### config.mk
export PLATFORM = sky130hd
export DESIGN_NAME = spc_ptr_gen
export DESIGN_NICKNAME = d
export VERILOG_FILES = /design/src/verilog/spc_err_counter.v /design/src/verilog/spc_ptr_gen.v
export VERILOG_INCLUDE_DIRS = /design/src /design/src/verilog
export SDC_FILE = /design/constraint.sdc
export NUM_CORES = 1
export LEC_CHECK = 0
export ABC_CLOCK_PERIOD_IN_PS = 3400
export BUFFER_PORTS_ARGS = -buffer_cell sky130_fd_sc_hd__buf_2
export CAP_MARGIN = 10
export CORE_ASPECT_RATIO = 1.25
export CORE_MARGIN = 5
export CORE_UTILIZATION = 49
export DETAILED_ROUTE_END_ITERATION = 8
export GPL_ROUTABILITY_DRIVEN = 0
export PLACE_DENSITY = 0.83
export SYNTH_ARGS = -nofsm -noshare
export SYNTH_HDL_FRONTEND = slang
export SYNTH_SLANG_ARGS = --single-unit
### constraint.sdc
create_clock -name clk_i -period 3.4 [get_ports clk_i]
set_clock_uncertainty 0.1 [all_clocks]
set_input_delay 0.17 -clock clk_i [delete_from_list [all_inputs] [get_ports clk_i]]
set_output_delay 0.17 -clock clk_i [all_outputs]
set_load 0.01 [all_outputs]
### src/verilog/spc_consts.vh
// Constants shared by the path counter and pointer generator design files.
`ifndef SPC_CONSTS_VH
`define SPC_CONSTS_VH

// ****************************************************************
// Register indices (byte address is four times the index).
// ****************************************************************
`define SPC_IDX_LOAD_METERS 10'h000
`define SPC_IDX_MASTER_CTRL 10'h001
`define SPC_IDX_PAR_LOW 10'h038
`define SPC_IDX_PAR_HIGH 10'h039
`define SPC_IDX_FAR_LOW 10'h03A
`define SPC_IDX_FAR_HIGH 10'h03B
`define SPC_IDX_PAR_CFG 10'h03D
`define SPC_IDX_DIAG_CTRL 10'h040
`define SPC_IDX_PTR_CTRL 10'h041
`define SPC_IDX_ARBITRARY_POINTER_LOW 10'h045
`define SPC_IDX_ARBITRARY_POINTER_HIGH 10'h046

// ****************************************************************
// Field positions.
// ****************************************************************
`define SPC_BIT_FIXED_PTR 0
`define SPC_BIT_BLOCK_MODE 5
`define SPC_BIT_ALARM 0
`define SPC_BIT_CORRUPT 1
`define SPC_BIT_POS_JUST 1
`define SPC_BIT_NEG_JUST 2
`define SPC_BIT_NDF_EN 3
`define SPC_BIT_PTR_LOAD 4
`define SPC_BIT_SPACING 5
`define SPC_BIT_FORCE 6

// ****************************************************************
// Masks of writable bits and reset values.
// ****************************************************************
`define SPC_MASK_PAR_CFG 8'hF7
`define SPC_MASK_DIAG 8'h07
`define SPC_MASK_PTR_CTRL 8'h7F
`define SPC_RST_PAR_CFG 8'h00
`define SPC_RST_DIAG 8'h00
`define SPC_RST_PTR_CTRL 8'h00
`define SPC_RST_ARBITRARY_POINTER_LOW 8'h00
`define SPC_RST_ARBITRARY_POINTER_HIGH 8'h90
`define SPC_RST_MASTER 8'h00

// ****************************************************************
// Pointer constants and timing counts.
// ****************************************************************
`define SPC_PTR_MAX 10'd782
`define SPC_NORMAL_NDF 4'h6
`define SPC_I_BITS 10'h2AA
`define SPC_D_BITS 10'h155
`define SPC_STUFF_GAP 3'd4
`define SPC_FEBE_MAX 4'd8

`endif

### src/verilog/spc_err_counter.v
// Error event accumulator with loss-free latch and restart.
`include "spc_consts.vh"

// ****************************************************************
// Accumulator module.
// ****************************************************************
module spc_err_counter (
	input wire clk_i,
	input wire reset_n_i,
	input wire [3:0] inc_i,
	input wire latch_i,
	output wire [15:0] latched_o
);

	reg [15:0] acc_r; // Running count of the current interval.
	reg [15:0] acc_nxt; // Next running count.
	reg [15:0] latched_r; // Value shown to software.
	reg [16:0] sum; // Widened sum used for saturation.

	// Sums the arriving events; on a latch the events of this very cycle go
	// into the closing interval, so nothing that coincides with a poll is lost.
	always @* begin
		sum = {1'b0, acc_r} + {13'h0000, inc_i};
		if (sum[16]) begin
			// Saturate rather than wrap so that a long interval never reads small.
			acc_nxt = 16'hFFFF;
		end else begin
			acc_nxt = sum[15:0];
		end
	end

	// Holds the count and performs the latch-and-clear.
	always @(posedge clk_i or negedge reset_n_i) begin
		if (!reset_n_i) begin
			acc_r <= 16'h0000;
			latched_r <= 16'h0000;
		end else if (latch_i) begin
			latched_r <= acc_nxt;
			acc_r <= 16'h0000;
		end else begin
			acc_r <= acc_nxt;
		end
	end

	assign latched_o = latched_r;

endmodule // spc_err_counter

### src/verilog/spc_ptr_gen.v
// Path error counters and transmit pointer generator with an APB slave.
`include "spc_consts.vh"

// Overview of operation
// - Sixteen-bit path parity error count, two bytes.
// - Poll write latches count and restarts from zero.
// - Events in the poll cycle are never lost.
// - Sixteen-bit far-end error count, same polling.
// - Load-meters write also latches both counters.
// - Block mode counts one error per bad frame.
// - Alarm insert sends all ones payload and pointer.
// - Corrupt bit sends inverted path parity byte.
// - Rising request gives one positive justification, self-clears.
// - Rising request gives one negative justification, self-clears.
// - Fixed pointer setting blocks justifications and loads.
// - Flag enable sends programmed flags, else 0110.
// - Load moves pointer if value at most 782.
// - Pointer load bit clears itself once used.
// - Spacing bit keeps justifications four frames apart.
// - Force bit sends arbitrary value in pointer bytes.
// - Arbitrary pointer is low byte plus two bits.
// - Size bits go into every pointer sent outside alarm.
// - Programmed flags sent on load or flag enable.
module spc_ptr_gen (
	input wire clk_i,
	input wire reset_n_i,
	// APB slave.
	input wire psel_i,
	input wire penable_i,
	input wire pwrite_i,
	input wire [11:0] paddr_i,
	input wire [31:0] pwdata_i,
	output wire pready_o,
	output wire [31:0] prdata_o,
	output wire pslverr_o,
	// Receive path overhead results, one pulse per frame each.
	input wire rx_parity_valid_i,
	input wire [7:0] rx_parity_mismatch_i,
	input wire rx_far_valid_i,
	input wire [3:0] rx_far_err_i,
	output wire [3:0] parity_report_o,
	output wire parity_report_valid_o,
	// Transmit stream.
	input wire tx_ptr_slot_i,
	input wire [7:0] tx_spe_byte_i,
	input wire [7:0] tx_parity_calc_i,
	output wire [7:0] tx_spe_byte_o,
	output wire [7:0] tx_parity_o,
	output wire [7:0] tx_h1_o,
	output wire [7:0] tx_h2_o,
	output wire [7:0] tx_h3_o,
	output wire tx_ptr_valid_o,
	output wire tx_pos_just_o,
	output wire tx_neg_just_o,
	output wire [9:0] tx_pointer_o
);

	// ****************************************************************
	// Helper functions.
	// ****************************************************************

	// Counts the set bits of a parity mismatch byte.
	function [3:0] spc_popcount;
		input [7:0] v;
		integer k;
		begin
			spc_popcount = 4'h0;
			for (k = 0; k < 8; k = k + 1) begin
				spc_popcount = spc_popcount + {3'b000, v[k]};
			end
		end
	endfunction

	// Selects the bits of a register that software may write.
	function [7:0] spc_merge;
		input [7:0] data;
		input [7:0] mask;
		begin
			spc_merge = data & mask;
		end
	endfunction

	// ****************************************************************
	// APB slave.
	// ****************************************************************

	reg pready_r; // Answer strobe, one wait state after the setup cycle.
	reg [31:0] prdata_r; // Registered read data.
	reg pslverr_r; // Registered error for unmapped addresses.
	reg [31:0] rd_nxt; // Read data for the current address.
	reg map_hit; // Address names a register.
	wire [9:0] idx; // Register index.
	wire wr_en; // Write takes effect at this edge.

	reg [7:0] master_r; // Chip master control.
	reg [7:0] par_cfg_r; // Path parity configuration.
	reg [7:0] diag_r; // Transmit diagnostic control.
	reg [7:0] ptr_ctrl_r; // Transmit pointer control.
	reg [7:0] ptr_ctrl_nxt; // Next pointer control.
	reg [7:0] arbitrary_pointer_low_r; // Arbitrary pointer low byte.
	reg [7:0] arbitrary_pointer_high_r; // Flags, size bits and pointer top bits.
	wire [15:0] par_count; // Latched parity count.
	wire [15:0] far_count; // Latched far-end count.

	assign idx = paddr_i[11:2];
	// The write lands only at the edge at which the master sees pready high.
	assign wr_en = psel_i & penable_i & pready_r & pwrite_i & map_hit;

	// Decodes the address and forms read data; byte offsets off a word fail.
	always @* begin
		map_hit = (paddr_i[1:0] == 2'b00);
		rd_nxt = 32'h0000_0000;
		case (idx)
			`SPC_IDX_LOAD_METERS: rd_nxt = 32'h0000_0000;
			`SPC_IDX_MASTER_CTRL: rd_nxt = {24'h000000, master_r};
			`SPC_IDX_PAR_LOW: rd_nxt = {24'h000000, par_count[7:0]};
			`SPC_IDX_PAR_HIGH: rd_nxt = {24'h000000, par_count[15:8]};
			`SPC_IDX_FAR_LOW: rd_nxt = {24'h000000, far_count[7:0]};
			`SPC_IDX_FAR_HIGH: rd_nxt = {24'h000000, far_count[15:8]};
			`SPC_IDX_PAR_CFG: rd_nxt = {24'h000000, par_cfg_r};
			`SPC_IDX_DIAG_CTRL: rd_nxt = {24'h000000, diag_r};
			`SPC_IDX_PTR_CTRL: rd_nxt = {24'h000000, ptr_ctrl_r};
			`SPC_IDX_ARBITRARY_POINTER_LOW: rd_nxt = {24'h000000, arbitrary_pointer_low_r};
			`SPC_IDX_ARBITRARY_POINTER_HIGH: rd_nxt = {24'h000000, arbitrary_pointer_high_r};
			default: map_hit = 1'b0;
		endcase
	end

	// Raises pready in the second access cycle and captures the answer.
	always @(posedge clk_i or negedge reset_n_i) begin
		if (!reset_n_i) begin
			pready_r <= 1'b0;
			prdata_r <= 32'h0000_0000;
			pslverr_r <= 1'b0;
		end else if (psel_i & penable_i & ~pready_r) begin
			pready_r <= 1'b1;
			prdata_r <= pwrite_i ? 32'h0000_0000 : (map_hit ? rd_nxt : 32'h0000_0000);
			pslverr_r <= ~map_hit;
		end else begin
			pready_r <= 1'b0;
			pslverr_r <= 1'b0;
		end
	end

	assign pready_o = pready_r;
	assign prdata_o = prdata_r;
	assign pslverr_o = pslverr_r;

	// ****************************************************************
	// Plain configuration registers.
	// ****************************************************************

	// Stores the software-owned registers; reserved bits are cleared, except in the two arbitrary pointer bytes.
	always @(posedge clk_i or negedge reset_n_i) begin
		if (!reset_n_i) begin
			master_r <= `SPC_RST_MASTER;
			par_cfg_r <= `SPC_RST_PAR_CFG;
			diag_r <= `SPC_RST_DIAG;
			arbitrary_pointer_low_r <= `SPC_RST_ARBITRARY_POINTER_LOW;
			arbitrary_pointer_high_r <= `SPC_RST_ARBITRARY_POINTER_HIGH;
		end else if (wr_en) begin
			if (idx == `SPC_IDX_MASTER_CTRL) begin
				master_r <= spc_merge(pwdata_i[7:0], 8'h01);
			end
			if (idx == `SPC_IDX_PAR_CFG) begin
				par_cfg_r <= spc_merge(pwdata_i[7:0], `SPC_MASK_PAR_CFG);
			end
			if (idx == `SPC_IDX_DIAG_CTRL) begin
				diag_r <= spc_merge(pwdata_i[7:0], `SPC_MASK_DIAG);
			end
			if (idx == `SPC_IDX_ARBITRARY_POINTER_LOW) begin
				arbitrary_pointer_low_r <= pwdata_i[7:0];
			end
			if (idx == `SPC_IDX_ARBITRARY_POINTER_HIGH) begin
				arbitrary_pointer_high_r <= pwdata_i[7:0];
			end
		end
	end

	// ****************************************************************
	// Receive error counting.
	// ****************************************************************

	wire poll; // Latch-and-restart strobe for both counters.
	wire block_mode; // One error per bad frame when set.
	reg [3:0] par_inc; // Parity errors arriving this cycle.
	reg [3:0] far_inc; // Far-end errors arriving this cycle.
	reg [3:0] report_r; // Parity errors reported to the transmit side.
	reg report_valid_r; // Report strobe.

	// Any write to the four count addresses or to the load-meters address polls.
	assign poll = wr_en & ((idx == `SPC_IDX_PAR_LOW) | (idx == `SPC_IDX_PAR_HIGH) |
		(idx == `SPC_IDX_FAR_LOW) | (idx == `SPC_IDX_FAR_HIGH) |
		(idx == `SPC_IDX_LOAD_METERS));
	assign block_mode = par_cfg_r[`SPC_BIT_BLOCK_MODE];

	// Converts frame results into counts; far-end codes above eight mean none.
	always @* begin
		par_inc = 4'h0;
		far_inc = 4'h0;
		if (rx_parity_valid_i) begin
			if (block_mode) begin
				par_inc = {3'b000, |rx_parity_mismatch_i};
			end else begin
				par_inc = spc_popcount(rx_parity_mismatch_i);
			end
		end
		if (rx_far_valid_i && (rx_far_err_i <= `SPC_FEBE_MAX)) begin
			far_inc = rx_far_err_i;
		end
	end

	// Carries the same per-frame parity result to the transmit side.
	always @(posedge clk_i or negedge reset_n_i) begin
		if (!reset_n_i) begin
			report_r <= 4'h0;
			report_valid_r <= 1'b0;
		end else begin
			report_valid_r <= rx_parity_valid_i;
			if (rx_parity_valid_i) begin
				report_r <= par_inc;
			end
		end
	end

	assign parity_report_o = report_r;
	assign parity_report_valid_o = report_valid_r;

	spc_err_counter u_par_cnt (
		.clk_i(clk_i),
		.reset_n_i(reset_n_i),
		.inc_i(par_inc),
		.latch_i(poll),
		.latched_o(par_count)
	);

	spc_err_counter u_far_cnt (
		.clk_i(clk_i),
		.reset_n_i(reset_n_i),
		.inc_i(far_inc),
		.latch_i(poll),
		.latched_o(far_count)
	);

	// ****************************************************************
	// Pointer control register and pointer generation.
	// ****************************************************************

	wire fixed; // Chip-level fixed pointer setting.
	wire alarm; // Path alarm insertion.
	wire [9:0] arbitrary_pointer; // Arbitrary pointer value.
	reg [9:0] ptr_r; // Current payload pointer.
	reg [9:0] ptr_nxt; // Pointer after this slot.
	reg [2:0] gap_r; // Pointer slots since the last justification.
	reg [9:0] word; // Pointer value bits sent in this slot.
	reg [3:0] flags; // Flag bits sent in this slot.
	reg do_pos; // Positive justification in this slot.
	reg do_neg; // Negative justification in this slot.
	reg do_load; // Load consumed in this slot.
	reg stuff_ok; // Spacing allows a justification.
	reg [7:0] h1_r; // Sent H1 byte.
	reg [7:0] h2_r; // Sent H2 byte.
	reg [7:0] h3_r; // Sent H3 byte.
	reg slot_r; // Pointer bytes valid strobe.
	reg pos_r; // Positive justification strobe.
	reg neg_r; // Negative justification strobe.
	reg [7:0] spe_r; // Sent payload byte.
	reg [7:0] b3_r; // Sent path parity byte.
	wire ctrl_wr; // Software writes the pointer control register.
	reg [7:0] old_bits; // Request bits as seen before this write.

	assign fixed = master_r[`SPC_BIT_FIXED_PTR];
	assign alarm = diag_r[`SPC_BIT_ALARM];
	assign arbitrary_pointer = {arbitrary_pointer_high_r[1:0], arbitrary_pointer_low_r};
	assign ctrl_wr = wr_en & (idx == `SPC_IDX_PTR_CTRL);

	// Chooses what this pointer slot does; load wins over positive over negative.
	always @* begin
		stuff_ok = ~ptr_ctrl_r[`SPC_BIT_SPACING] | (gap_r >= `SPC_STUFF_GAP);
		do_load = 1'b0;
		do_pos = 1'b0;
		do_neg = 1'b0;
		ptr_nxt = ptr_r;
		if (tx_ptr_slot_i && !alarm && !fixed) begin
			if (ptr_ctrl_r[`SPC_BIT_PTR_LOAD]) begin
				do_load = 1'b1;
				if (arbitrary_pointer <= `SPC_PTR_MAX) begin
					ptr_nxt = arbitrary_pointer;
				end
			end else if (ptr_ctrl_r[`SPC_BIT_POS_JUST] && stuff_ok) begin
				do_pos = 1'b1;
				ptr_nxt = (ptr_r == `SPC_PTR_MAX) ? 10'd0 : ptr_r + 10'd1;
			end else if (ptr_ctrl_r[`SPC_BIT_NEG_JUST] && stuff_ok) begin
				do_neg = 1'b1;
				ptr_nxt = (ptr_r == 10'd0) ? `SPC_PTR_MAX : ptr_r - 10'd1;
			end
		end
		// A loaded pointer goes out at once with the programmed flags.
		if (ptr_ctrl_r[`SPC_BIT_NDF_EN] || do_load) begin
			flags = arbitrary_pointer_high_r[7:4];
		end else begin
			flags = `SPC_NORMAL_NDF;
		end
		if (ptr_ctrl_r[`SPC_BIT_FORCE]) begin
			// The forced value is sent unchecked, which corrupts the pointer.
			word = arbitrary_pointer;
		end else if (do_load) begin
			word = ptr_nxt;
		end else if (do_pos) begin
			word = ptr_r ^ `SPC_I_BITS;
		end else if (do_neg) begin
			word = ptr_r ^ `SPC_D_BITS;
		end else begin
			word = ptr_r;
		end
	end

	// Updates the pointer control bits; the self-clears of the request bits
	// are overridden by a write in the same cycle, and such a write counts as
	// a fresh rising edge so that no request is lost.
	always @* begin
		ptr_ctrl_nxt = ptr_ctrl_r;
		old_bits = ptr_ctrl_r;
		if (do_pos) begin
			ptr_ctrl_nxt[`SPC_BIT_POS_JUST] = 1'b0;
			old_bits[`SPC_BIT_POS_JUST] = 1'b0;
		end
		if (do_neg) begin
			ptr_ctrl_nxt[`SPC_BIT_NEG_JUST] = 1'b0;
			old_bits[`SPC_BIT_NEG_JUST] = 1'b0;
		end
		if (do_load) begin
			ptr_ctrl_nxt[`SPC_BIT_PTR_LOAD] = 1'b0;
			old_bits[`SPC_BIT_PTR_LOAD] = 1'b0;
		end
		if (ctrl_wr) begin
			ptr_ctrl_nxt = spc_merge(pwdata_i[7:0], `SPC_MASK_PTR_CTRL);
			// A request bit takes the written value: a one arms it or keeps it pending, a zero cancels it.
			ptr_ctrl_nxt[`SPC_BIT_POS_JUST] = pwdata_i[`SPC_BIT_POS_JUST] &
				(~old_bits[`SPC_BIT_POS_JUST] | ptr_ctrl_nxt[`SPC_BIT_POS_JUST]);
			ptr_ctrl_nxt[`SPC_BIT_NEG_JUST] = pwdata_i[`SPC_BIT_NEG_JUST] &
				(~old_bits[`SPC_BIT_NEG_JUST] | ptr_ctrl_nxt[`SPC_BIT_NEG_JUST]);
			// With the fixed pointer set, requests and loads are not armed.
			if (fixed) begin
				ptr_ctrl_nxt[`SPC_BIT_POS_JUST] = 1'b0;
				ptr_ctrl_nxt[`SPC_BIT_NEG_JUST] = 1'b0;
				ptr_ctrl_nxt[`SPC_BIT_PTR_LOAD] = 1'b0;
			end
		end
	end

	// Holds pointer state and the outgoing pointer bytes.
	always @(posedge clk_i or negedge reset_n_i) begin
		if (!reset_n_i) begin
			ptr_ctrl_r <= `SPC_RST_PTR_CTRL;
			ptr_r <= 10'd0;
			gap_r <= 3'd0;
			h1_r <= 8'h00;
			h2_r <= 8'h00;
			h3_r <= 8'h00;
			slot_r <= 1'b0;
			pos_r <= 1'b0;
			neg_r <= 1'b0;
		end else begin
			ptr_ctrl_r <= ptr_ctrl_nxt;
			slot_r <= tx_ptr_slot_i;
			pos_r <= do_pos;
			neg_r <= do_neg;
			if (tx_ptr_slot_i) begin
				ptr_r <= ptr_nxt;
				if (do_pos | do_neg) begin
					gap_r <= 3'd1;
				end else if (gap_r < `SPC_STUFF_GAP) begin
					gap_r <= gap_r + 3'd1;
				end
				if (alarm) begin
					h1_r <= 8'hFF;
					h2_r <= 8'hFF;
					h3_r <= 8'hFF;
				end else begin
					h1_r <= {flags, arbitrary_pointer_high_r[3:2], word[9:8]};
					h2_r <= word[7:0];
					h3_r <= 8'h00;
				end
			end
		end
	end

	// Passes payload and path parity, forcing ones or inverting as asked.
	always @(posedge clk_i or negedge reset_n_i) begin
		if (!reset_n_i) begin
			spe_r <= 8'h00;
			b3_r <= 8'h00;
		end else begin
			spe_r <= alarm ? 8'hFF : tx_spe_byte_i;
			if (alarm) begin
				b3_r <= 8'hFF;
			end else if (diag_r[`SPC_BIT_CORRUPT]) begin
				b3_r <= ~tx_parity_calc_i;
			end else begin
				b3_r <= tx_parity_calc_i;
			end
		end
	end

	assign tx_spe_byte_o = spe_r;
	assign tx_parity_o = b3_r;
	assign tx_h1_o = h1_r;
	assign tx_h2_o = h2_r;
	assign tx_h3_o = h3_r;
	assign tx_ptr_valid_o = slot_r;
	assign tx_pos_just_o = pos_r;
	assign tx_neg_just_o = neg_r;
	assign tx_pointer_o = ptr_r;

endmodule // spc_ptr_gen

==> results.py <==
metrics = {
    "clock_tree": {
        "path_clk_slew_ns": 0.06,
        "h-tree-depth": 4,
        "cts_buffers": 17,
        "cts_sinks": 162,
        "cts-root-buf": "clkbuf_16",
        "clk_latency_ns": 0.44,
        "cts_tree": "yes",
        "cts_buffer_depth": 2,
    },
    "grt": {
        "gr-total-overflow": 0,
        "antenna_found_initial": 4,
        "grt_max_degree": 96,
        "grt_pass1_wl_mm": 43.3,
        "grt_pass1_vias": 8275,
        "groute.usage.overall_pct": 25.0,
    },
    "final_layout": {
        "finalNonFillerCells": 1332,
        "area_delta_synth_final_pct": 21.9,
        "fin_util_pct": 61.0,
        "nNetsFinal": 1191,
        "drive_gt1_share_pct": 28.5,
    },
    "routing": {
        "drc": 0,
        "detail_route.wl_per_cell_microns": 21.3,
        "drtIter0Drc": 984,
        "vias": 8318,
        "dr.pass1.iters": 6,
        "via_per_inst": 6.24,
        "route.antenna.remaining_nets": 0,
        "finalWirelength_mm": 28.3,
    },
    "floorplanning": {
        "fp-row-count": 55,
        "fp.dieH_microns": 163,
        "io_pins": 172,
        "core_sq_um": 18200,
        "initial_core_util_pct": 50.1,
        "die-area_sq_um": 21500,
        "die_w_microns": 132,
    },
    "logic_synthesis": {
        "yosysTopAreaCell": "dfrtp_1",
        "synth-seq-area-share_pct": 44.4,
        "syn_area_sq_um": 9130,
        "syn_area_per_cell_sq_um": 9.68,
        "ys.flop_type": "dfrtp_1",
        "ys_ff_latch": 162,
        "ys_top_cells_by_area": "dfrtp_1 44%, mux2_2 4.4%, a21oi_1 3.9%, nor2_1 3.5%, o21ai_0 2.9%",
        "postSynthCellCount": 943,
        "async_flop_share_pct": 100,
        "yosysUniqueCellTypes": 79,
        "yosysWarnings": 0,
        "synth-edff-count": 0,
        "synth_top_area_share_pct": 43.9,
    },
    "sta": {
        "fin_crit_sh_pct": 118,
        "maxSlewHeadroom_pct": 41.6,
        "slew_violations": 0,
        "worst_pin_slew_ns": 0.876,
        "rsz0062_at_grt": "yes",
        "fin_ws_ns": -0.607,
        "hold_viol": 0,
        "period_minus_slack_ns": 4.01,
        "fmax_mhz": 250,
        "setup_violations": 32,
    },
    "setup_path": {
        "critPathMaxFanout": 6,
        "end_kind": "register",
        "start_kind": "input pin",
        "crit_required_ns": 3.59,
        "r2r-start": "par_cfg_r[5]$_DFFE_PN0P_",
        "critPathLaunch": "rx_parity_mismatch_i[3]",
        "r2r_slack_ns": 0.46,
        "worstPathArrival_ns": 4.20,
        "critPathKind": "input pin to register",
    },
    "min_path": {
        "hold_start": "paddr_i[1]",
        "hold_path_class": "input pin to register",
    },
    "run": {
        "maxCapViolCount": 0,
    },
    "place": {
        "hpwl_mm": 17.6,
        "dp.cells": 1255,
        "pre_cts_ws_ns": -0.992,
        "port_buffers": 123,
    },
    "power_and_ir_drop": {
        "ir_drop_mv": 0.468,
        "cellLeakagePower_nw": 5.04,
        "finalPower_mw": 5.71,
        "power_density_nw_per_um2": 513,
    },
    "status": {
        "status": "finished, violations left",
        "violations": "setup timing",
    },
}
## cell usage after synthesis (all sizes together), types with 25 or more instances
| cell | n |
|---|---|
| xnor2 | 26 |
| nor2 | 89 |
| nand3 | 30 |
| buf | 49 |
| nand2 | 69 |
| clkbuf | 32 |
| o21ai | 55 |
| a21oi | 72 |
| dfrtp | 160 |
| nand2b | 25 |
| inv | 36 |
| mux2 | 37 |
## cells in the final DEF (no fill, tap or decap), types with 10 or more instances in the layout
cell type      count
nor2b_1           10
nand2b_1          25
a21o_1            13
a21oi_1           63
nand4_1           13
conb_1            24
o21ai_0           42
dlygate4sd3_1     29
nand3_1           29
ha_1              12
buf_4             30
clkbuf_16         17
xnor2_1           25
nor2_4            10
buf_2            121
mux2_2            36
nor3_1            16
dfrtp_1          160
nor2_1            73
nand2_1           67
or2_2             11
inv_1             31
## where the power goes
part	total (mW)	internal, mW	switching, mW
clock	1.95	1.11	0.842
combinational	1.45	0.661	0.794
sequential	2.31	2.10	0.211
## kinds of logic (layout without fill, tap and decap cells)
group,count (synthesis),after routing,synth area share [%]
AND/OR/NAND/NOR,322,322,19.0
AO/OA/AOI/OAI,231,231,16.0
flip-flops,162,162,44.4
buffers and inverters,117,253,6.33
multiplexers,52,52,7.21
XOR/XNOR,35,35,3.36
adder cells (fa/ha/maj),23,23,3.62
other,1,26,0.0411
## worst max-delay path, stage by stage
cell and delay, ns:
buf_8 0.09, inv_8 0.03, fa_1 0.54, fa_1 0.45
fa_1 0.46, inv_2 0.09, ha_4 0.14, inv_2 0.04
fa_2 0.34, xor2_1 0.22, nor2_2 0.10, ha_4 0.28
buf_6 0.10, o21ai_2 0.07, o21bai_4 0.28, nand4_1 0.30
xor2_2 0.38, a21oi_2 0.10
## area by class of cell
cell class | instances | area (sq um)
antenna | 2 | 5.00
clock buffer | 18 | 439
clock inverter | 14 | 155
fill | 1408 | 7110
inverter | 36 | 143
multi-input combinational | 687 | 4860
sequential | 162 | 4060
tap | 228 | 285
timing repair buffer | 185 | 1180
## path summary, 6_finish.rpt
| path | end | cells after the start |
|---|---|---|
| worst max-delay path | u_par_cnt.acc_r[7]$_DFF_PN0_ | 18 |
| worst min-delay path | master_r[0]$_DFFE_PN0P_ | 4 |
| worst max register to register | u_par_cnt.acc_r[7]$_DFF_PN0_ | 8 |
| worst min register to register | prdata_o[2]$_DFFE_PN0P_ | 2 |
| max in group asynchronous | parity_report_o[2]$_DFFE_PN0P_ | 3 |
| min in group asynchronous | tx_pointer_o[7]$_DFFE_PN0P_ | 2 |
## flip-flops by register name, indices dropped and copies added (netlist names), 10 cells and up
name / cells
u_par_cnt.latched_o: 16
u_far_cnt.acc_r: 16
tx_pointer_o: 10
u_far_cnt.latched_o: 16
u_par_cnt.acc_r: 16
## per-stage QoR
step	area [sq um]	TNS (ns)	hold slack [ns]
finish	11100	-13.18	0.114
global route	11100	-15.75	0.134
CTS	11000	-9.92	0.110
detailed placement	9850	-27.99	0.212
global placement	9850	-26.14	0.205
floorplan	9240	-15.78	-0.226
## metal layers
layer  up-vias  GRT usage, %  wire (microns)
met5         -             0              14
met4         4          14.7            1940
met3       154          5.13            1990
met2       496          43.7           14500
met1      4052          28.3            9850
li1       3612             -               -
## repair_timing
| action | 4_1_cts | 5_1_grt |
|---|---|---|
| pin swaps | 32 | 17 |
| setup endpoints to repair | 32 | 32 |
| hold endpoints to repair | 143 | 0 |
| hold buffers | 29 | 0 |
| buffers inserted | 11 | 4 |
| resized for setup | 51 | 20 |
Power figures use the tool's default switching activity.
